[src/wdt_pkg.sv]
// Constants, register map and state types of the watchdog reset timer.
// Assumes one 100 MHz clock and a classic Wishbone register bus.
package wdt_pkg;

   // ------------------------------------------------------------
   // Register byte offsets
   // ------------------------------------------------------------
   localparam logic [5:0] OFS_CTRL_STATUS = 6'h00;
   localparam logic [5:0] OFS_COUNT_VALUE = 6'h04;
   localparam logic [5:0] OFS_CLOCK_CHOICE = 6'h08;
   localparam logic [5:0] OFS_IRQ_STATUS = 6'h0C;
   localparam logic [5:0] OFS_IRQ_CLEAR = 6'h10;
   localparam logic [5:0] OFS_IRQ_ENABLE = 6'h14;

   // ------------------------------------------------------------
   // Control/status and clock choice bit positions
   // ------------------------------------------------------------
   localparam int BIT_COUNT_WE_INHIBIT = 7;
   localparam int BIT_COUNT_WRITE_ENABLE = 6;
   localparam int BIT_CTRL_WE_INHIBIT = 5;
   localparam int BIT_CTRL_WRITE_ENABLE = 4;
   localparam int BIT_RUN_INHIBIT = 3;
   localparam int BIT_RUN = 2;
   localparam int BIT_FLAG_INHIBIT = 1;
   localparam int BIT_RESET_FLAG = 0;
   localparam int BIT_CLK_SRC = 3;

   // Interrupt status bits
   localparam int IRQ_OVERFLOW = 0;
   localparam int IRQ_BLOCKED_WRITE = 1;
   localparam int IRQ_W = 2;

   // ------------------------------------------------------------
   // Reset values, reserved read value and counter maximum
   // ------------------------------------------------------------
   localparam logic [7:0] RST_COUNT_VALUE = 8'h00;
   localparam logic [3:0] RST_CLOCK_SELECT = 4'hF;
   localparam logic [3:0] CLOCK_CHOICE_RSVD = 4'hF;
   localparam logic [7:0] COUNT_MAX = 8'hFF;

   // ------------------------------------------------------------
   // Timing
   // ------------------------------------------------------------
   // Smallest prescaled division is 2**6 = 64, the largest 2**13 = 8192
   localparam int PRESC_BASE_LOG2 = 6;
   localparam int PRESC_W_DEFAULT = 13;
   // Internal reset pulse length in oscillator periods
   localparam int RESET_PULSE_OSC = 512;
   localparam int RESET_CNT_W = 10;

   // ------------------------------------------------------------
   // Bus carriers
   // ------------------------------------------------------------
   typedef struct packed {
      logic cyc;
      logic stb;
      logic we;
      logic [5:0] adr;
      logic [3:0] sel;
      logic [31:0] dat;
   } wdt_wb_req_s;

   typedef struct packed {
      logic ack;
      logic [31:0] dat;
   } wdt_wb_rsp_s;

   // ------------------------------------------------------------
   // Whole state of the block
   // ------------------------------------------------------------
   typedef struct packed {
      logic [7:0] count;
      logic run;
      logic count_write_enable;
      logic ctrl_write_enable;
      logic reset_flag;
      logic [3:0] clock_select_field;
      logic [PRESC_W_DEFAULT-1:0] presc;
      logic [1:0] osc_sync;
      logic osc_prev;
      logic [1:0] ext_rst_sync;
      logic chip_reset;
      logic [RESET_CNT_W-1:0] reset_cnt;
      logic [IRQ_W-1:0] irq_status;
      logic [IRQ_W-1:0] irq_enable;
      logic ack;
      logic [7:0] rdata;
   } wdt_state_s;

endpackage : wdt_pkg

[src/wdt_top.sv]
// Watchdog reset timer: 8-bit up-counter, write-protected control,
// prescaler or oscillator count source, internal reset pulse.
// Assumes a classic Wishbone master on ref_clk and asynchronous
// oscillator and external reset pin inputs.
//
// Our own choices: the placing of the registers and the Wishbone slave port.
`timescale 1ns/1ns

// Overview of operation
// - Counter wrap asserts reset, sets flag
// - Counter loads zero on reset
// - Counter writes need count write enable
// - Count enable changes only with bit7 zero
// - Control enable changes only with bit5 zero
// - Run and flag need control enable
// - Run written only with bit3 zero
// - Count while run, hold otherwise
// - Flag clears on pin or guarded zero
// - Inhibit bits always read one
// - Clock select picks divider or oscillator
// - Upper select bits read one, reset ones
// - Oscillator count ignores system clock stop
// - Counting starts from preset value
// - Internal reset lasts 512 oscillator cycles
module wdt_top #(
   parameter int PRESC_W = wdt_pkg::PRESC_W_DEFAULT
) (
   // Clock and reset
   input wire logic ref_clk,
   input wire logic srst,
   // Wishbone slave
   input wire wdt_pkg::wdt_wb_req_s wb_req,
   output wdt_pkg::wdt_wb_rsp_s wb_rsp,
   // Chip side
   input wire logic external_reset_pin_n,
   input wire logic osc_clk_in,
   input wire logic sys_clk_stop,
   output logic chip_reset_o,
   output logic irq_o
);

   // ------------------------------------------------------------
   // State
   // ------------------------------------------------------------
   wdt_pkg::wdt_state_s st_r;
   wdt_pkg::wdt_state_s st_nxt;

   logic req;
   logic wr_go;
   logic [7:0] wbyte;
   logic osc_tick;
   logic presc_tick;
   logic count_tick;
   logic ext_rst;
   logic overflow;
   logic [PRESC_W-1:0] div_mask;
   logic [7:0] ctrl_view;
   logic [7:0] rd_mux;

   // ------------------------------------------------------------
   // Count sources
   // ------------------------------------------------------------
   assign osc_tick = st_r.osc_sync[1] & ~st_r.osc_prev;
   assign ext_rst = ~st_r.ext_rst_sync[1];

   always_comb begin
      div_mask = '0;
      for (int i = 0; i < PRESC_W; i++) begin
         if (i < wdt_pkg::PRESC_BASE_LOG2 + int'(st_r.clock_select_field[2:0])) begin
            div_mask[i] = 1'b1;
         end
      end
   end

   // System clock stop only gates the divider
   assign presc_tick = ((st_r.presc[PRESC_W-1:0] & div_mask) == div_mask) & ~sys_clk_stop;

   // Oscillator when the top select bit is zero
   assign count_tick = st_r.clock_select_field[wdt_pkg::BIT_CLK_SRC] ? presc_tick : osc_tick;

   assign overflow = st_r.run & count_tick & (st_r.count == wdt_pkg::COUNT_MAX);

   // ------------------------------------------------------------
   // Bus decode
   // ------------------------------------------------------------
   assign req = wb_req.cyc & wb_req.stb;
   // Writes land on the edge where the master sees ack
   assign wr_go = req & st_r.ack & wb_req.we & wb_req.sel[0];
   assign wbyte = wb_req.dat[7:0];

   // Inhibit bits always read as one
   always_comb begin
      ctrl_view = 8'hFF;
      ctrl_view[wdt_pkg::BIT_COUNT_WRITE_ENABLE] = st_r.count_write_enable;
      ctrl_view[wdt_pkg::BIT_CTRL_WRITE_ENABLE] = st_r.ctrl_write_enable;
      ctrl_view[wdt_pkg::BIT_RUN] = st_r.run;
      ctrl_view[wdt_pkg::BIT_RESET_FLAG] = st_r.reset_flag;
   end

   always_comb begin
      case (wb_req.adr)
         wdt_pkg::OFS_CTRL_STATUS: begin
            rd_mux = ctrl_view;
         end
         wdt_pkg::OFS_COUNT_VALUE: begin
            rd_mux = st_r.count;
         end
         // Reserved upper bits read as one
         wdt_pkg::OFS_CLOCK_CHOICE: begin
            rd_mux = {wdt_pkg::CLOCK_CHOICE_RSVD, st_r.clock_select_field};
         end
         wdt_pkg::OFS_IRQ_STATUS: begin
            rd_mux = {{(8 - wdt_pkg::IRQ_W){1'b0}}, st_r.irq_status};
         end
         wdt_pkg::OFS_IRQ_ENABLE: begin
            rd_mux = {{(8 - wdt_pkg::IRQ_W){1'b0}}, st_r.irq_enable};
         end
         default: begin
            rd_mux = 8'h00;
         end
      endcase
   end

   // ------------------------------------------------------------
   // Next state
   // ------------------------------------------------------------
   always_comb begin
      logic blocked;
      logic [wdt_pkg::IRQ_W-1:0] ev;
      blocked = 1'b0;
      ev = '0;
      st_nxt = st_r;

      // Synchronisers; first stage feeds only the second
      st_nxt.osc_sync = {st_r.osc_sync[0], osc_clk_in};
      st_nxt.osc_prev = st_r.osc_sync[1];
      st_nxt.ext_rst_sync = {st_r.ext_rst_sync[0], external_reset_pin_n};
      st_nxt.presc = st_r.presc + 1'b1;

      // Bus handshake: one wait state, ack for one cycle
      st_nxt.ack = req & ~st_r.ack;
      st_nxt.rdata = (req & ~st_r.ack) ? rd_mux : st_r.rdata;

      if (st_r.run && count_tick) begin
         // Counts up from whatever was preset
         st_nxt.count = st_r.count + 8'h01;
      end

      if (wr_go) begin
         case (wb_req.adr)
            wdt_pkg::OFS_CTRL_STATUS: begin
               // Each protected bit judged on its own
               // Count enable guarded by bit 7
               if (!wbyte[wdt_pkg::BIT_COUNT_WE_INHIBIT]) begin
                  st_nxt.count_write_enable = wbyte[wdt_pkg::BIT_COUNT_WRITE_ENABLE];
               end
               // Control enable guarded by bit 5
               if (!wbyte[wdt_pkg::BIT_CTRL_WE_INHIBIT]) begin
                  st_nxt.ctrl_write_enable = wbyte[wdt_pkg::BIT_CTRL_WRITE_ENABLE];
               end
               // Old enable value gates run and flag
               // Enabling and starting need separate writes
               if (st_r.ctrl_write_enable && !wbyte[wdt_pkg::BIT_RUN_INHIBIT]) begin
                  st_nxt.run = wbyte[wdt_pkg::BIT_RUN];
               end
               if (st_r.ctrl_write_enable && !wbyte[wdt_pkg::BIT_FLAG_INHIBIT]
                   && !wbyte[wdt_pkg::BIT_RESET_FLAG]) begin
                  st_nxt.reset_flag = 1'b0;
               end
               blocked = ~st_r.ctrl_write_enable
                  & (~wbyte[wdt_pkg::BIT_RUN_INHIBIT] | ~wbyte[wdt_pkg::BIT_FLAG_INHIBIT]);
            end
            wdt_pkg::OFS_COUNT_VALUE: begin
               if (st_r.count_write_enable) begin
                  st_nxt.count = wbyte;
               end else begin
                  blocked = 1'b1;
               end
            end
            wdt_pkg::OFS_CLOCK_CHOICE: begin
               st_nxt.clock_select_field = wbyte[3:0];
            end
            wdt_pkg::OFS_IRQ_ENABLE: begin
               st_nxt.irq_enable = wbyte[wdt_pkg::IRQ_W-1:0];
            end
            wdt_pkg::OFS_IRQ_CLEAR: begin
               st_nxt.irq_status = st_r.irq_status & ~wbyte[wdt_pkg::IRQ_W-1:0];
            end
            default: begin
               st_nxt.irq_status = st_nxt.irq_status;
            end
         endcase
      end

      // Overflow sets the flag; it beats a same-cycle write clear but not the pin
      if (overflow) begin
         st_nxt.reset_flag = 1'b1;
      end

      // Pulse counted on oscillator edges; overflow restarts it
      if (overflow) begin
         st_nxt.chip_reset = 1'b1;
         st_nxt.reset_cnt = '0;
      end else if (st_r.chip_reset && osc_tick) begin
         if (st_r.reset_cnt == (wdt_pkg::RESET_CNT_W)'(wdt_pkg::RESET_PULSE_OSC - 1)) begin
            st_nxt.chip_reset = 1'b0;
            st_nxt.reset_cnt = '0;
         end else begin
            st_nxt.reset_cnt = st_r.reset_cnt + 1'b1;
         end
      end

      // Sticky interrupt events: set wins over clear
      ev[wdt_pkg::IRQ_OVERFLOW] = overflow;
      ev[wdt_pkg::IRQ_BLOCKED_WRITE] = blocked;
      st_nxt.irq_status = st_nxt.irq_status | ev;

      // External pin resets the control registers but not interrupts or a running pulse
      if (ext_rst) begin
         st_nxt.count = wdt_pkg::RST_COUNT_VALUE;
         st_nxt.run = 1'b0;
         st_nxt.count_write_enable = 1'b0;
         st_nxt.ctrl_write_enable = 1'b0;
         st_nxt.reset_flag = 1'b0;
         st_nxt.clock_select_field = wdt_pkg::RST_CLOCK_SELECT;
      end
   end

   // ------------------------------------------------------------
   // Registers
   // ------------------------------------------------------------
   always_ff @(posedge ref_clk) begin
      if (srst) begin
         st_r.count <= wdt_pkg::RST_COUNT_VALUE;
         st_r.run <= 1'b0;
         st_r.count_write_enable <= 1'b0;
         st_r.ctrl_write_enable <= 1'b0;
         st_r.reset_flag <= 1'b0;
         st_r.clock_select_field <= wdt_pkg::RST_CLOCK_SELECT;
         st_r.presc <= '0;
         st_r.osc_sync <= 2'h0;
         st_r.osc_prev <= 1'b0;
         // Pin assumed released so reset does not linger
         st_r.ext_rst_sync <= 2'h3;
         st_r.chip_reset <= 1'b0;
         st_r.reset_cnt <= '0;
         st_r.irq_status <= '0;
         st_r.irq_enable <= '0;
         st_r.ack <= 1'b0;
         st_r.rdata <= 8'h00;
      end else begin
         st_r <= st_nxt;
      end
   end

   // ------------------------------------------------------------
   // Outputs
   // ------------------------------------------------------------
   assign wb_rsp.ack = st_r.ack;
   assign wb_rsp.dat = {24'h000000, st_r.rdata};
   assign chip_reset_o = st_r.chip_reset;
   assign irq_o = |(st_r.irq_status & st_r.irq_enable);

endmodule : wdt_top

[config.mk]
export PLATFORM = sky130hd
export DESIGN_NAME = wdt_top
export DESIGN_NICKNAME = d
export VERILOG_FILES = /design/src/wdt_pkg.sv /design/src/wdt_top.sv
export SDC_FILE = /design/constraint.sdc
export NUM_CORES = 1
export LEC_CHECK = 0
export ABC_AREA = 1
export BUFFER_PORTS_ARGS = -buffer_cell sky130_fd_sc_hd__buf_2
export CORE_UTILIZATION = 52
export CTS_CLUSTER_SIZE = 25
export DETAILED_ROUTE_END_ITERATION = 6
export HOLD_SLACK_MARGIN = 0.1
export PLACE_DENSITY = 0.79
export SYNTH_ARGS = -nofsm -noshare
export SYNTH_HDL_FRONTEND = slang
export SYNTH_SLANG_ARGS = --single-unit
[constraint.sdc]
create_clock -name ref_clk -period 2.35 [get_ports ref_clk]
set_clock_uncertainty 0.2 [all_clocks]
set_input_delay 0.3525 -clock ref_clk [delete_from_list [all_inputs] [get_ports ref_clk]]
set_output_delay 0.3525 -clock ref_clk [all_outputs]
set_load 0.01 [all_outputs]
==> results.toml, run 1 <==
[run_status]
status = "complete, no violations"

[yosys]
synth_seq_cells = 58
yosysUniqueCellTypes = 41
synth_xor_area_frac = 0.0407
synth_async_sr_flop_share = 0
yosysWarnings = 0
yosysSeqAreaShare = 0.360
synth_ff_type = "dfxtp_1"
synth-edff-count = 0
avgSynthCellArea_um2 = 7.16
synth_compound_area_frac = 0.121
synth_top_family_by_area = "simple AND/OR/NAND/NOR gates"
muxShareOfSynthArea = 0
synth-simple-area-share = 0.288
yosys.area_share.adder = 0.0271
postSynthCellCount = 451
syn_area_um2 = 3230

[critical_path]
reg2regPathDepth = 13
path_class = "flip-flop to flip-flop"
critPathLaunchType = "flip-flop"
r2r-end = "st_r[50]"
endpoint_kind = "flip-flop"
cp.arrival_ns = 2.25
r2r_start = "st_r[44]"
required_ns = 2.42
rrSetupSlack_ns = 0.17
worst-path-max-fanout = 8

[place]
dp_hpwl_um = 5120
dp_cells = 549
placed_area_um2 = 3340
post-place-ws_ns = 0.0882
io_buffers = 33
gp_congestion = 0.929

[layout]
final_common_cell = "nand2_1"
final_cell_mix = "71 x nand2_1, 60 x inv_1, 58 x dfxtp_1"
n_antenna_cell = 0
final_layout_size_suffix_gt1_frac = 0.155
stdcell_area_um2 = 3640
fin_nets = 550
area_growth_pct = 12.9
final_cells = 572

[power]
ir_drop_uv = 386
cellPowerDensity_nw_per_um2 = 567
intPower_mw = 1.61
p_seq_frac = 0.485
p_comb_frac = 0.060
power.net_switching_mw = 0.456
p_leak_nw = 1.69
swShare = 0.221
power_frac_clock = 0.454
power_mw = 2.06

[floorplan]
io_pins = 85
die_x_um = 80.8
initial_core_util = 0.542
die-area_um2 = 6530
rows = 28
core_area_um2 = 5960
die_h_um = 80.8

[global_routing]
grt_pass1_wl_um = 11600
antenna_found_initial = 0
gr-usage-all-layers = 0.234
grt_pass1_vias = 2564
grt_start_max_net_pins = 20
grt.overflow.total = 0

[clock_network]
root_buffer = "clkbuf_8"
ctsHtreeMaxLevel = 3
cts.sinks = 58
cts_made_buffers = 9
clock_latency_ns = 0.33
cts_tree = "yes"
cts_buffer_depth = 2
path_clk_slew_ns = 0.06

[sta]
fmax_mhz = 458
drv_slew = 0
worstMarginPinSlew_ns = 0.581
max_slew_margin = 0.612
finalWorstPathRequiredPeriod_ns = 2.18
setup_ws_ns = 0.169
hold_viol = 0
min_period_over_period = 0.928
setup_violations = 0
setup_tns_ns = 0

[drt]
detail_route.first_pass.iterations = 4
wl_per_cell_um = 12.3
drt_first_iter_violations = 145
drc = 0
vias = 2907
antenna_left = 0
via_per_inst = 5.08
drt_wl_total_um = 7040

[hold_path]
min_path_cells = 3
min_to = "st_r[43]"
hp-start = "wb_req[1]"
min_path_type = "input port to flip-flop"

[flow_run]
max-cap-violations = 0
-- worst max path at each step --
stage                         from        to  slack, ns  cells past startpoint
after global routing      st_r[43]  st_r[50]     -0.009                     13
after CTS                 st_r[44]  st_r[50]      0.006                     13
after detailed placement  st_r[44]  st_r[50]       0.09                     13
after floorplan           st_r[43]  st_r[13]       0.29                     12
after global placement    st_r[44]  st_r[51]       0.14                     13
final                     st_r[44]  st_r[50]       0.17                     13
-- per-layer routing --
layer | track usage | wire length, um | part of all wire | up-vias
met1 | 0.288 | 3080 | 0.44 | 1324
li1 | - | - | - | 1495
met3 | 0.0607 | 369 | 0.052 | 8
met2 | 0.393 | 3520 | 0.50 | 80
met5 | 0 | 0 | 0 | -
met4 | 0.0839 | 80 | 0.011 | 0
-- worst max-delay path: stages, from the launching register on --
cell,delay (ns)
dfxtp_1,0.35
inv_2,0.09
ha_4,0.30
nand2_1,0.08
o21bai_1,0.14
nand2_1,0.08
nor2_2,0.08
nand3_1,0.12
nand2_2,0.17
buf_4,0.19
nand3_1,0.08
nand3_1,0.10
nand3_1,0.08
inv_1,0.07
-- per-stage QoR --
step | util | hold slack [ns]
3_5_place_dp | 0.561 | 0.195
2_1_floorplan | - | 0.188
6_report | 0.612 | 0.121
5_1_grt | 0.612 | 0.138
3_3_place_gp | 0.561 | 0.190
4_1_cts | 0.607 | 0.104
-- registers in the layout (all words and copies together) (netlist names) --
| signal | count |
|---|---|
| st_r | 41 |
| wb_rsp | 9 |
| ctrl_view | 4 |
| st_nxt | 3 |
| chip_reset_o | 1 |
-- Yosys cell counts (2+ instances only) --
| cell | number | share of area |
|---|---|---|
| a211oi_1 | 2 | 0.0046 |
| a21oi_1 | 31 | 0.048 |
| buf_2 | 2 | 0.0031 |
| buf_4 | 33 | 0.077 |
| clkbuf_1 | 4 | 0.0046 |
| clkinv_1 | 2 | 0.0023 |
| dfxtp_1 | 58 | 0.36 |
| ha_1 | 7 | 0.027 |
| inv_1 | 61 | 0.071 |
| nand2_1 | 72 | 0.084 |
| nand2_2 | 3 | 0.0058 |
| nand2_4 | 2 | 0.0070 |
| nand3_1 | 47 | 0.073 |
| nand3b_1 | 2 | 0.0046 |
| nand4_1 | 2 | 0.0039 |
| nor2_1 | 38 | 0.044 |
| nor2_2 | 2 | 0.0039 |
| nor3_1 | 14 | 0.022 |
| nor3_2 | 2 | 0.0062 |
| o211ai_1 | 3 | 0.0070 |
| o21ai_0 | 25 | 0.039 |
| o21bai_1 | 2 | 0.0046 |
| o22ai_1 | 2 | 0.0039 |
| or2_0 | 2 | 0.0039 |
| or2_2 | 4 | 0.0078 |
| xor2_1 | 14 | 0.038 |
-- power by group through the flow --
stage / clock network, mW / registers [mW] / logic (mW)
final: 0.938 / 1.00 / 0.125
after global routing: 0.994 / 1.00 / 0.142
after floorplan: 0 / 1.02 / 0.103
after CTS: 0.956 / 1.00 / 0.123
after detailed placement: 0 / 1.02 / 0.113
after global placement: 0 / 1.02 / 0.111
-- timing repair --
item,in CTS,in global routing
hold endpoints to repair,7,0
gates resized for setup,0,4
hold buffers,7,0
setup endpoints to repair,0,12
setup buffers,0,1
-- cells by family (layout without fill, tap and decap cells) --
logic type	after synthesis	in the layout
DFF	58	58
xor gates and xnor gates	15	15
buffers and inverters	104	127
other	1	24
AOI/OAI and AO/OA	70	70
and+or+nand+nor	196	196
adders and majority gates	7	7
-- area by class of cell --
| class | instances | area (um2) |
|---|---|---|
| tap | 75 | 93.8 |
| multi-input combinational | 312 | 1650 |
| clock inverter | 2 | 35.0 |
| clock buffer | 13 | 169 |
| fill | 537 | 2310 |
| inverter | 64 | 240 |
| sequential | 58 | 1160 |
| timing repair buffer | 48 | 295 |
No activity file was read; power rests on OpenSTA's default activity.
==> run 2, diff against run 1 <==
- CORE_MARGIN: unset -> 2
==> results.toml, run 2 (synthesis results as in run 1) <==
[power]
power_mw = 2.07
power.net_switching_mw = 0.465
p_seq_frac = 0.483
p_comb_frac = 0.061
intPower_mw = 1.61
power_frac_clock = 0.457
cellPowerDensity_nw_per_um2 = 570
p_leak_nw = 1.67
swShare = 0.224
ir_drop_uv = 339

[drt]
detail_route.first_pass.iterations = 6
vias = 2991
drt_wl_total_um = 7150
antenna_left = 0
drc = 0
wl_per_cell_um = 12.5
drt_first_iter_violations = 188
via_per_inst = 5.23

[layout]
fin_nets = 550
largest_register_ffs = 41
n_antenna_cell = 0
regMostFlops = "st_r"
final_layout_size_suffix_gt1_frac = 0.151
utilization = 0.611
fill_cells = 535
final_common_cell = "nand2_1"
area_growth_pct = 12.8
stdcell_area_um2 = 3640
final_cell_mix = "71 x nand2_1, 61 x inv_1, 58 x dfxtp_1"

[place]
io_buffers = 33
gp_congestion = 0.937
dp_hpwl_um = 5180
post-place-ws_ns = 0.102
placed_area_um2 = 3340

[critical_path]
cp.arrival_ns = 2.25
crit_family = "simple AND/OR/NAND/NOR gates"
critPathLaunchType = "flip-flop"
worstPathCellList = "inv_1 -> ha_4 -> nand2_1 -> o21bai_1 -> nand2_1 -> nor2_2 -> nand3_1 -> nand2_2 -> nand2_2 -> nand2_1 -> nand3_1 -> nand3_1 -> inv_1"
required_ns = 2.38
endpoint_kind = "flip-flop"
cp_num_buf_inv = 2
startpoint = "st_r[44]"
worst-path-max-fanout = 8
slowest_delay_ns = 0.33
path_class = "flip-flop to flip-flop"
r2r_start = "st_r[44]"
slowest_stage = "dfxtp_1"

[sta]
drv_slew = 0
max_slew_margin = 0.650
finalWorstPathRequiredPeriod_ns = 2.22
setup_ws_ns = 0.134
worstMarginPinSlew_ns = 0.525
min_period_over_period = 0.943
fmax_mhz = 451
hold_viol = 0
setup_violations = 0

[clock_network]
cts.repair_timing.setup_buffer_count = 0
cts_buffer_depth = 2
root_buffer = "clkbuf_8"
cts_tree = "yes"
cts.sinks = 58
clock_latency_ns = 0.34
ctsHtreeMaxLevel = 3
cts_made_buffers = 9
path_clk_slew_ns = 0.06

[floorplan]
initial_core_util = 0.542
core_area_um2 = 5960
io_pins = 85
die_x_um = 82.8
rows = 28
die-area_um2 = 6850
die_h_um = 82.8

[global_routing]
grt_start_max_net_pins = 20
grt_pass1_vias = 2658
busiest_layer = "met2"
grt_pass1_wl_um = 11500
antenna_found_initial = 0
grt.overflow.total = 0
grt_util_met2 = 0.373
grtUsageMet1 = 0.265
grt_util_met3 = 0.0595
gr-usage-all-layers = 0.223

[hold_path]
hp-start = "wb_req[5]"
min_path_type = "input port to flip-flop"

[run_status]
status = "complete, no violations"

[flow_run]
max-cap-violations = 0
[run 2: through the flow]
stage	instances	hold WS, ns	setup TNS [ns]
after global placement	549	0.191	0
after floorplan	474	0.188	0
final	572	0.168	0
after global routing	572	0.174	-0.00790
after CTS	572	0.166	0
after detailed placement	549	0.194	0
[run 2: layout make-up]
cell class                 count  area (um2)  share of cell area
sequential                    58        1160               0.319
timing repair buffer          48         298              0.0818
clock inverter                 2        35.0             0.00962
clock buffer                  13         169              0.0464
inverter                      64         240              0.0660
tap                           75        93.8              0.0258
multi-input combinational    312        1640               0.452
[run 2: routing by layer]
metal	vias up	routed length [um]
li1	1496	-
met5	-	0
met1	1353	3020
met3	15	549
met4	0	160
met2	127	3420
[run 2: repair_timing]
action                     CTS  global route
hold buffers                 8             0
setup endpoints to repair    0             8
hold endpoints to repair     8             0
gates resized for setup      0             2
[run 2: power by group through the flow]
stage          sequential [mW]  clock, mW  combinational (mW)
3_5_place_dp              1.02          0               0.113
4_1_cts                   1.00      0.962               0.123
2_1_floorplan             1.02          0               0.103
6_report                  1.00      0.947               0.126
3_3_place_gp              1.02          0               0.111
5_1_grt                   1.00       1.00               0.144
[run 2: worst min-delay path: cells and delay by family]
family,cells,cell delay (ns)
buffers and inverters,1,0.09
AO/OA/AOI/OAI,1,0.05
AND/OR/NAND/NOR,2,0.15
[run 2: path summary, 6_finish.rpt]
path | end | slack [ns] | cells past startpoint
max | st_r[50] | 0.13 | 13
min | ctrl_view[4] | 0.17 | 4
max reg2reg | st_r[50] | 0.13 | 13
min reg2reg | st_nxt[26] | 0.21 | 2
==> run 3, diff against run 2 <==
- PLACE_DENSITY: 0.79 -> 0.91
==> results.toml, run 3 (synthesis results as in run 1) <==
[floorplan]
io_pins = 85
die_h_um = 82.8
rows = 28
die-area_um2 = 6850
initial_core_util = 0.542
die_x_um = 82.8
core_area_um2 = 5960

[power]
cellPowerDensity_nw_per_um2 = 559
ir_drop_uv = 384
p_leak_nw = 1.65

[layout]
final_common_cell = "nand2_1"
final_cell_mix = "71 x nand2_1, 60 x inv_1, 58 x dfxtp_1"
final_layout_size_suffix_gt1_frac = 0.148
largest_register_ffs = 41
final_cells = 569
fill_cells = 517
stdcell_area_um2 = 3600
regMostFlops = "st_r"
n_antenna_cell = 0
fin_nets = 547
area_growth_pct = 11.6

[critical_path]
endpoint_kind = "flip-flop"
slowest_stage = "dfxtp_1"
path_common_cell = "nand3_1"
path_class = "flip-flop to flip-flop"
worstPathCellList = "inv_2 -> ha_4 -> nand2_1 -> o21bai_1 -> nand2_1 -> nor2_2 -> nand3_1 -> nand2_4 -> buf_4 -> nand3_1 -> nand3_1 -> nand3_1 -> inv_1"
slowest_delay_ns = 0.35
critPathLaunchType = "flip-flop"
cp.arrival_ns = 2.31
cp_num_buf_inv = 3
required_ns = 2.45
crit_family = "simple AND/OR/NAND/NOR gates"
worst-path-max-fanout = 8

[sta]
drv_slew = 0
setup_tns_ns = 0
hold_viol = 0
finalWorstPathRequiredPeriod_ns = 2.21
min_period_over_period = 0.941
setup_violations = 0
fmax_mhz = 452
holdWs_ns = 0.133
rsz0062_at_grt = "no"

[clock_network]
cts_buffer_depth = 2
cts_made_buffers = 9
ctsHtreeMaxLevel = 3
clock_latency_ns = 0.35
root_buffer = "clkbuf_8"
cts.sinks = 58
path_clk_slew_ns = 0.07
cts_tree = "yes"

[drt]
vias = 2986
drc = 0
antenna_left = 0
drt_wl_total_um = 7250
via_per_inst = 5.25
drt_first_iter_violations = 170
wl_per_cell_um = 12.7
detail_route.first_pass.iterations = 4

[global_routing]
grt_pass1_wl_um = 11700
grt_util_met2 = 0.398
grt.overflow.total = 0
grt_util_met3 = 0.0487
busiest_layer = "met2"
antenna_found_initial = 0
grtUsageMet1 = 0.259
gr-usage-all-layers = 0.230
grt_pass1_vias = 2688
grt_start_max_net_pins = 21

[flow_run]
max-cap-violations = 0

[place]
io_buffers = 33
gp_congestion = 0.927
dp_cells = 547
dp_hpwl_um = 5270
placed_area_um2 = 3330

[hold_path]
min_path_type = "input port to flip-flop"

[run_status]
status = "complete, no violations"
[run 3: final timing paths]
path	depth (start not counted)	start	to	slack (ns)
worst max-delay path	13	st_r[44]	st_r[52]	0.14
worst min-delay path	3	wb_req[3]	st_r[45]	0.13
worst max register to register	13	st_r[44]	st_r[52]	0.14
worst min register to register	2	st_nxt[28]	st_nxt[26]	0.20
[run 3: through the flow]
step / utilization / setup slack [ns] / power (mW)
3_5_place_dp: 0.559 / 0.0861 / 1.14
4_1_cts: 0.601 / 0.0217 / 2.02
3_3_place_gp: 0.559 / 0.177 / 1.13
5_1_grt: 0.605 / 0.0295 / 2.09
2_1_floorplan: - / 0.287 / 1.13
6_report: 0.605 / 0.138 / 2.01
[run 3: layout make-up]
class                      instances  area (um2)  area share
clock buffer                      12         145      0.0403
sequential                        58        1160       0.322
clock inverter                     3        40.0      0.0111
tap                               75        93.8      0.0261
inverter                          64         240      0.0667
multi-input combinational        312        1650       0.458
timing repair buffer              45         273      0.0757
[run 3: timing repair]
action	in CTS	in global routing
setup buffers	0	0
hold buffers	7	0
endpoints found under the setup margin	0	9
endpoints found under the hold margin	8	0
resized for setup	0	4
[run 3: worst min-delay path, cell delays in order]
cell	delay [ns]
buf_2	0.14
nand2_1	0.07
o211ai_1	0.07
[run 3: per-layer routing]
metal	wire length (um)	part of all wire
met3	468	0.065
met5	0	0
met2	3700	0.51
met4	251	0.035
met1	2820	0.39
[run 3: power by group]
part	switching, mW	internal, mW
logic	0.0791	0.0432
registers	0.00688	0.995
clock network	0.380	0.509
total	0.466	1.55
